**src/rx_route_pkg.sv**
```systemverilog
// package: register map, field layout and frame class codes of the receive channel router
package rx_route_pkg;

  // ****************************************
  // bus geometry
  // ****************************************
  localparam int unsigned ADDR_W = 8;
  localparam int unsigned DATA_W = 32;
  localparam int unsigned CHAN_N = 8;
  localparam int unsigned CHAN_W = 3;
  localparam int unsigned DROP_CNT_W = 16;

  // ****************************************
  // register byte offsets
  // ****************************************
  localparam logic [7:0] OFS_MBP_ENABLE = 8'h00;
  localparam logic [7:0] OFS_UCAST_SET  = 8'h04;
  localparam logic [7:0] OFS_UCAST_CLR  = 8'h08;
  localparam logic [7:0] OFS_DROP_CNT   = 8'h0C;
  localparam logic [7:0] OFS_LAST_ROUTE = 8'h10;

  // ****************************************
  // field positions in rx_multi_broad_promisc_enable
  // ****************************************
  localparam int unsigned MCAST_CH_LSB = 0;
  localparam int unsigned MCAST_EN_BIT = 5;
  localparam int unsigned BCAST_CH_LSB = 8;
  localparam int unsigned BCAST_EN_BIT = 13;

  // ****************************************
  // field positions in the last route status register
  // ****************************************
  localparam int unsigned LAST_CH_LSB   = 0;
  localparam int unsigned LAST_KIND_LSB = 4;
  localparam int unsigned LAST_DROP_BIT = 8;
  localparam int unsigned LAST_SEEN_BIT = 9;

  // ****************************************
  // reset values, drop counter step and saturation limit
  // ****************************************
  localparam logic [2:0]  RST_CHAN     = 3'h0;
  localparam logic [7:0]  RST_UCAST_EN = 8'h00;
  localparam logic [31:0] READ_ZERO    = 32'h0000_0000;
  localparam logic [15:0] DROP_ONE     = 16'h0001;
  localparam logic [15:0] DROP_MAX     = 16'hFFFF;

  // ****************************************
  // frame class reported with each routing decision
  // ****************************************
  typedef enum logic [1:0] {
    KIND_NONE  = 2'b00,
    KIND_UCAST = 2'b01,
    KIND_MCAST = 2'b10,
    KIND_BCAST = 2'b11
  } frame_kind_type;

endpackage

```
**src/ucast_en_cell.sv**
```systemverilog
// one channel's unicast receive enable with separate set and clear strobes
`timescale 1ns/100ps

module ucast_en_cell (
  // clock and reset
  input  wire logic sys_clk,
  input  wire logic sys_rst,
  // one-cycle strobes from the register decode
  input  wire logic set_pulse,
  input  wire logic clr_pulse,
  // current enable
  output logic      en_r
);

  logic en_nxt;

  // set beats clear if both ever arrive together, so no enable is lost
  assign en_nxt = set_pulse ? 1'b1 : (clr_pulse ? 1'b0 : en_r);

  // state holder, cleared by the module reset
  always_ff @(posedge sys_clk) begin
    if (sys_rst) begin
      en_r <= 1'b0;
    end else begin
      en_r <= en_nxt;
    end
  end

endmodule

```
**src/rx_frame_channel_routing.sv**
```systemverilog
// receive frame channel router: steering registers and per-frame channel choice
//
// Function
// - accepted broadcast frames go to the channel in bcast_channel_sel, 0 to 7
// - with mcast_accept_en set, hash-hitting multicast frames go to mcast_channel_sel
// - mcast_channel_sel sits in bits 2:0, plain binary channel number 0 to 7
// - set view bit n is channel n unicast receive enable
// - writing 1 to a set view bit turns that channel's unicast enable on
// - writing 0 to a set view bit leaves that enable alone
// - reading the set view returns all eight unicast enables
// - clear view reads back the enables, writing 1 clears the bit
// - clear view bit n clears channel n enable, 0 changes nothing
// - broadcast frames dropped when bcast_accept_en is 0, routed when 1
`timescale 1ns/100ps

module rx_frame_channel_routing #(
  parameter int unsigned ADDR_W = rx_route_pkg::ADDR_W,
  parameter int unsigned CHAN_N = rx_route_pkg::CHAN_N
) (
  // clock and reset
  input  wire logic                             sys_clk,
  input  wire logic                             sys_rst,
  // register port
  input  wire logic [ADDR_W-1:0]                reg_addr,
  input  wire logic [rx_route_pkg::DATA_W-1:0]  reg_wdata,
  input  wire logic                             reg_wr,
  input  wire logic                             reg_rd,
  output logic      [rx_route_pkg::DATA_W-1:0]  reg_rdata,
  // frame classification from the address filter path
  input  wire logic                             frm_valid,
  input  wire logic                             frm_is_bcast,
  input  wire logic                             frm_is_mcast,
  input  wire logic                             frm_hash_hit,
  input  wire logic                             frm_is_ucast,
  input  wire logic [rx_route_pkg::CHAN_W-1:0]  frm_ucast_chan,
  // decision towards the receive dma channels
  output logic                                  route_valid,
  output logic      [rx_route_pkg::CHAN_W-1:0]  route_chan,
  output logic      [1:0]                       route_kind,
  output logic                                  route_drop,
  // configuration seen by neighbouring logic
  output logic      [CHAN_N-1:0]                ucast_en,
  output logic      [rx_route_pkg::CHAN_W-1:0]  bcast_channel_sel,
  output logic                                  bcast_accept_en,
  output logic      [rx_route_pkg::CHAN_W-1:0]  mcast_channel_sel,
  output logic                                  mcast_accept_en
);

  // ****************************************
  // address decode
  // ****************************************

  // only the low byte of the address selects a register
  wire logic [7:0] addr_lo = 8'(reg_addr);
  wire logic       hit_mbp  = (addr_lo == rx_route_pkg::OFS_MBP_ENABLE);
  wire logic       hit_set  = (addr_lo == rx_route_pkg::OFS_UCAST_SET);
  wire logic       hit_clr  = (addr_lo == rx_route_pkg::OFS_UCAST_CLR);
  wire logic       hit_drop = (addr_lo == rx_route_pkg::OFS_DROP_CNT);
  wire logic       hit_last = (addr_lo == rx_route_pkg::OFS_LAST_ROUTE);

  // write strobes per register
  wire logic wr_mbp = reg_wr & hit_mbp;
  wire logic wr_set = reg_wr & hit_set;
  wire logic wr_clr = reg_wr & hit_clr;

  // ****************************************
  // steering register
  // ****************************************

  logic [2:0] bcast_ch_r;
  logic       bcast_en_r;
  logic [2:0] mcast_ch_r;
  logic       mcast_en_r;

  // field extraction from a write
  wire logic [2:0] bcast_ch_nxt = reg_wdata[rx_route_pkg::BCAST_CH_LSB +: rx_route_pkg::CHAN_W];
  wire logic       bcast_en_nxt = reg_wdata[rx_route_pkg::BCAST_EN_BIT];
  wire logic [2:0] mcast_ch_nxt = reg_wdata[rx_route_pkg::MCAST_CH_LSB +: rx_route_pkg::CHAN_W];
  wire logic       mcast_en_nxt = reg_wdata[rx_route_pkg::MCAST_EN_BIT];

  // plain read/write register; unused bits are not stored at all
  always_ff @(posedge sys_clk) begin
    if (sys_rst) begin
      bcast_ch_r <= rx_route_pkg::RST_CHAN;
      bcast_en_r <= 1'b0;
      mcast_ch_r <= rx_route_pkg::RST_CHAN;
      mcast_en_r <= 1'b0;
    end else if (wr_mbp) begin
      bcast_ch_r <= bcast_ch_nxt;
      bcast_en_r <= bcast_en_nxt;
      mcast_ch_r <= mcast_ch_nxt;
      mcast_en_r <= mcast_en_nxt;
    end
  end

  assign bcast_channel_sel = bcast_ch_r;
  assign bcast_accept_en   = bcast_en_r;
  assign mcast_channel_sel = mcast_ch_r;
  assign mcast_accept_en   = mcast_en_r;

  // ****************************************
  // unicast enables, one cell per channel
  // ****************************************

  // strobes carry only the ones of the write, zeros touch nothing
  wire logic [CHAN_N-1:0] ucast_set_pulse = {CHAN_N{wr_set}} & reg_wdata[CHAN_N-1:0];
  wire logic [CHAN_N-1:0] ucast_clr_pulse = {CHAN_N{wr_clr}} & reg_wdata[CHAN_N-1:0];

  for (genvar n = 0; n < CHAN_N; n++) begin : g_ucast
    // bit n of both views maps to channel n
    ucast_en_cell u_cell (
      .sys_clk   (sys_clk),
      .sys_rst   (sys_rst),
      .set_pulse (ucast_set_pulse[n]),
      .clr_pulse (ucast_clr_pulse[n]),
      .en_r      (ucast_en[n])
    );
  end

  // ****************************************
  // frame routing decision
  // ****************************************

  // broadcast checked first: a broadcast address also has the group bit set
  wire logic bcast_take = frm_is_bcast & bcast_en_r;
  wire logic mcast_take = ~frm_is_bcast & frm_is_mcast & frm_hash_hit & mcast_en_r;
  wire logic ucast_take = ~frm_is_bcast & ~frm_is_mcast & frm_is_ucast & ucast_en[frm_ucast_chan];
  wire logic any_take   = bcast_take | mcast_take | ucast_take;

  // channel chosen for the frame
  wire logic [2:0] chan_nxt = frm_is_bcast ? bcast_ch_r :
                              (frm_is_mcast ? mcast_ch_r : frm_ucast_chan);

  // class of the frame as seen here
  wire logic [1:0] kind_nxt = frm_is_bcast ? rx_route_pkg::KIND_BCAST :
                              (frm_is_mcast ? rx_route_pkg::KIND_MCAST :
                              (frm_is_ucast ? rx_route_pkg::KIND_UCAST : rx_route_pkg::KIND_NONE));

  logic       route_valid_r;
  logic       route_drop_r;
  logic [2:0] route_chan_r;
  logic [1:0] route_kind_r;

  // one-cycle decision pulses, data held until the next frame
  always_ff @(posedge sys_clk) begin
    if (sys_rst) begin
      route_valid_r <= 1'b0;
      route_drop_r  <= 1'b0;
      route_chan_r  <= rx_route_pkg::RST_CHAN;
      route_kind_r  <= rx_route_pkg::KIND_NONE;
    end else begin
      route_valid_r <= frm_valid & any_take;
      route_drop_r  <= frm_valid & ~any_take;
      if (frm_valid) begin
        route_chan_r <= chan_nxt;
        route_kind_r <= kind_nxt;
      end
    end
  end

  assign route_valid = route_valid_r;
  assign route_drop  = route_drop_r;
  assign route_chan  = route_chan_r;
  assign route_kind  = route_kind_r;

  // ****************************************
  // drop statistics and last route status
  // ****************************************

  logic [rx_route_pkg::DROP_CNT_W-1:0] drop_cnt_r;
  logic                                seen_r;

  // saturates instead of wrapping, so a busy link never reports a small count
  wire logic drop_inc = route_drop_r & (drop_cnt_r != rx_route_pkg::DROP_MAX);

  always_ff @(posedge sys_clk) begin
    if (sys_rst) begin
      drop_cnt_r <= '0;
      seen_r     <= 1'b0;
    end else begin
      if (drop_inc) begin
        drop_cnt_r <= drop_cnt_r + rx_route_pkg::DROP_ONE;
      end
      if (frm_valid) begin
        seen_r <= 1'b1;
      end
    end
  end

  // ****************************************
  // read data
  // ****************************************

  // assembled read words
  wire logic [31:0] rd_mbp  = (32'(bcast_ch_r) << rx_route_pkg::BCAST_CH_LSB) |
                              (32'(bcast_en_r) << rx_route_pkg::BCAST_EN_BIT) |
                              (32'(mcast_ch_r) << rx_route_pkg::MCAST_CH_LSB) |
                              (32'(mcast_en_r) << rx_route_pkg::MCAST_EN_BIT);
  wire logic [31:0] rd_ucast = 32'(ucast_en);
  wire logic [31:0] rd_drop  = 32'(drop_cnt_r);
  wire logic [31:0] rd_last  = (32'(route_chan_r) << rx_route_pkg::LAST_CH_LSB) |
                               (32'(route_kind_r) << rx_route_pkg::LAST_KIND_LSB) |
                               (32'(route_drop_r) << rx_route_pkg::LAST_DROP_BIT) |
                               (32'(seen_r)       << rx_route_pkg::LAST_SEEN_BIT);

  // both unicast views read the same enables; unmapped offsets read zero
  wire logic [31:0] rd_mux = hit_mbp  ? rd_mbp :
                             (hit_set | hit_clr) ? rd_ucast :
                             hit_drop ? rd_drop :
                             hit_last ? rd_last : rx_route_pkg::READ_ZERO;

  logic [31:0] rdata_r;

  // read data valid only in the cycle after the strobe, zero otherwise
  always_ff @(posedge sys_clk) begin
    if (sys_rst) begin
      rdata_r <= rx_route_pkg::READ_ZERO;
    end else if (reg_rd) begin
      rdata_r <= rd_mux;
    end else begin
      rdata_r <= rx_route_pkg::READ_ZERO;
    end
  end

  assign reg_rdata = rdata_r;

endmodule

```
**config.mk**
```make
export PLATFORM = sky130hd
export DESIGN_NAME = rx_frame_channel_routing
export DESIGN_NICKNAME = d
export VERILOG_FILES = /design/src/rx_route_pkg.sv /design/src/ucast_en_cell.sv /design/src/rx_frame_channel_routing.sv
export SDC_FILE = /design/constraint.sdc
export NUM_CORES = 1
export LEC_CHECK = 0
export ABC_AREA = 1
export BUFFER_PORTS_ARGS = -buffer_cell sky130_fd_sc_hd__buf_2
export CAP_MARGIN = 5
export CORE_ASPECT_RATIO = 0.8
export CORE_MARGIN = 3
export CORE_UTILIZATION = 49
export DETAILED_ROUTE_END_ITERATION = 6
export PLACE_DENSITY = 0.84
export SLEW_MARGIN = 5
export SYNTH_ARGS = -nofsm -noshare
export SYNTH_HDL_FRONTEND = slang
export SYNTH_SLANG_ARGS = --single-unit
```
**constraint.sdc**
```tcl
create_clock -name sys_clk -period 1.8 [get_ports sys_clk]
set_input_delay 0.27 -clock sys_clk [delete_from_list [all_inputs] [get_ports sys_clk]]
set_output_delay 0.27 -clock sys_clk [all_outputs]
set_load 0.05 [all_outputs]
```
==> metrics.txt <==
outcome=finished clean; worst-margin pin slew=499 ps; internal power=1.60 mW; Seq/Total Area, Yosys=38.5%; core area=5590 um2; clock transition at the registers of the reported paths=110 ps; Total Routed Length=7290 um; top_reg_cell synth=dfxtp_1; row cnt=24; initial core utilization=52.2%; Storage cell area=1120 um2; EDFF count, synth=0; CP Launch Type=register; multi-input logic area=approximately 1400 um2; top cells by count, synth=119 x nand2_1, 57 x nor2_1, 56 x dfxtp_1, 53 x inv_1, 31 x nand3_1; critical path arrival=1880 ps; post-DR vias/cell=4.95; layout cell share with drive strength beyond 1=between 20% and 30%; Setup Crit Path Kind=reg2reg; Synth Cell Area=2910 um2; DIE HEIGHT=75.0 um; H-tree Lvls=2; Synth area leader=dfxtp_1; Post-DP HPWL=5780 um; area share of the largest cell type after synthesis=38.5%; syn_area_per_cell=6.71 um2; Antenna Nets Post-Route=0; initial antenna violation count=0; worst min path class=in2reg; Setup TNS=0 ps; NumNets Final=556; RSZ-0062 raised after global routing=no; power share of the sequential group=55.8%; placer congestion estimate=0.847; max-slew violation count=0; Fmax achieved=slightly above 600 MHz; CTS Hold Bufs=0; min Tclk post-route=1620 ps; fillers=approximately 550; Yosys cell types=31; average wire per standard cell=12.5 um; period utilisation layout=89.7%; most common cell in the netlist=nand2_1; combinational power share=12.1%; Data required, critical path=2070 ps; vias in the first global route=roughly 2600; input/output buffers=70; postcts setup bufs=0; Pleak=roughly 1.6 nW; Global Route Usage Sum=a little over a fifth; Post-Synthesis Cells=434; reg-to-reg slack, setup=180 ps; Clock Latency Late Sink=between 300 and 400 ps; largest net degree at the start of global routing=26; Net Sw Power=670 uW; slew margin rel.=66.6%; CTS tree=done; Total Power=2.27 mW; first-pass GRT wire length=12100 um; Max Root-Sink Buffers=2; CTS Sinks=56; DRC violations left=0; crit path capture type=register; clock power share=32.2%; CTS buffer count=5; clk root buf=clkbuf_8; Setup violations, final=0; worst vdd ir=0.433 mV; I/O pin total=107; number of max-cap violations=0; ys async rst share=0%; Worst Path Max Fanout=9; die area=6910 um2; Max Clock Skew=9.55 ps; Antenna Cells=0; DRT iter0 DRCs=197; total global routing overflow=0; switching part of the total=29.5%; DR vias=2882; PwrDens=680 nW/um2; Final Hold Fails=0; cells taking the most area after synthesis=dfxtp_1 38%, nand2_1 15%, nor2_1 7.3%; Die X=92.2 um; number of synthesis warnings=0; post-cts resize count=0; DR pass1 iterations=5; Yosys reg bits=56; Area Growth Syn to Fin=14.6%
## routing by layer
| layer | up-vias | routed length (um) | GRT usage, % |
|---|---|---|---|
| met5 | - | 0 | 0 |
| met3 | 5 | 602 | 5.29 |
| met1 | 1309 | 3430 | 30.8 |
| met4 | 0 | 34 | 4.78 |
| li1 | 1459 | - | - |
| met2 | 109 | 3220 | 34.9 |
## cell families after synthesis
logic type,synth area share (%)
other,0.129
buffers and inverters,14.9
adders and majority gates,0.429
and+or+nand+nor,33.7
AOI/OAI and AO/OA,11.4
xor gates and xnor gates,0.902
DFF,38.5
## state kept, by name, summed over array words and instances (netlist names), 2 cells and up
signal,flops
drop_cnt_r,16
reg_rdata,16
g_ucast.u_cell.en_r,8
bcast_channel_sel,3
mcast_channel_sel,3
route_chan,3
route_kind,2
## worst max-delay path, stage by stage, from the launching register on
cell and delay [ps]:
dfxtp_1 400, ha_1 200, nand2_1 90, nor2_2 160
nand2_2 110, o21ai_2 190, buf_4 200, nand2_1 70
o21ai_2 60, nand2_1 60, inv_1 50
## final timing paths
kind                          end      startpoint  cells after the start
max                 drop_cnt_r[6]   drop_cnt_r[1]                     10
min          bcast_channel_sel[1]    reg_wdata[9]                      3
max reg2reg         drop_cnt_r[6]   drop_cnt_r[1]                     10
min reg2reg         reg_rdata[14]  drop_cnt_r[14]                      2
## power by group through the flow
stage / Combinational, mW / Clock, mW / Sequential (mW)
4_1_cts: 0.272 / 0.743 / 1.27
2_1_floorplan: 0.188 / 0 / 1.32
3_5_place_dp: 0.271 / 0 / 1.29
5_1_grt: 0.298 / 0.794 / 1.27
3_3_place_gp: 0.267 / 0 / 1.29
6_report: 0.274 / 0.731 / 1.27
## through the flow
step / instance area [um2] / std cells / util, % / hold slack [ps] / setup WS [ps]
final: 3340 / 582 / 59.8 / 171 / 185
after global routing: 3340 / 582 / 59.8 / 175 / 27.7
after CTS: 3340 / 582 / 59.8 / 170 / 188
after detailed placement: 3240 / 574 / 58.1 / 453 / 188
after global placement: 3240 / 574 / 58.1 / 438 / 220
after floorplan: 2970 / 449 / - / 332 / 345
## cells in the final DEF (no fill, tap or decap), drive strengths merged, types with 5 or more instances in the layout
cell type	instances
nand2	121
o211ai	8
conb	16
clkbuf	5
buf	78
nand3	32
dfxtp	56
inv	56
a21oi	27
nor2	68
o21ai	22
## cell type report
type	instances	area share (%)
clock buffers	5	2.06
inverters	54	6.07
well taps	78	2.92
flip-flops and latches	56	33.6
clock inverters	3	0.750
repair buffers	78	12.3
multi-input cells	308	42.3
Note: power is estimated with default switching activity, not from simulation.
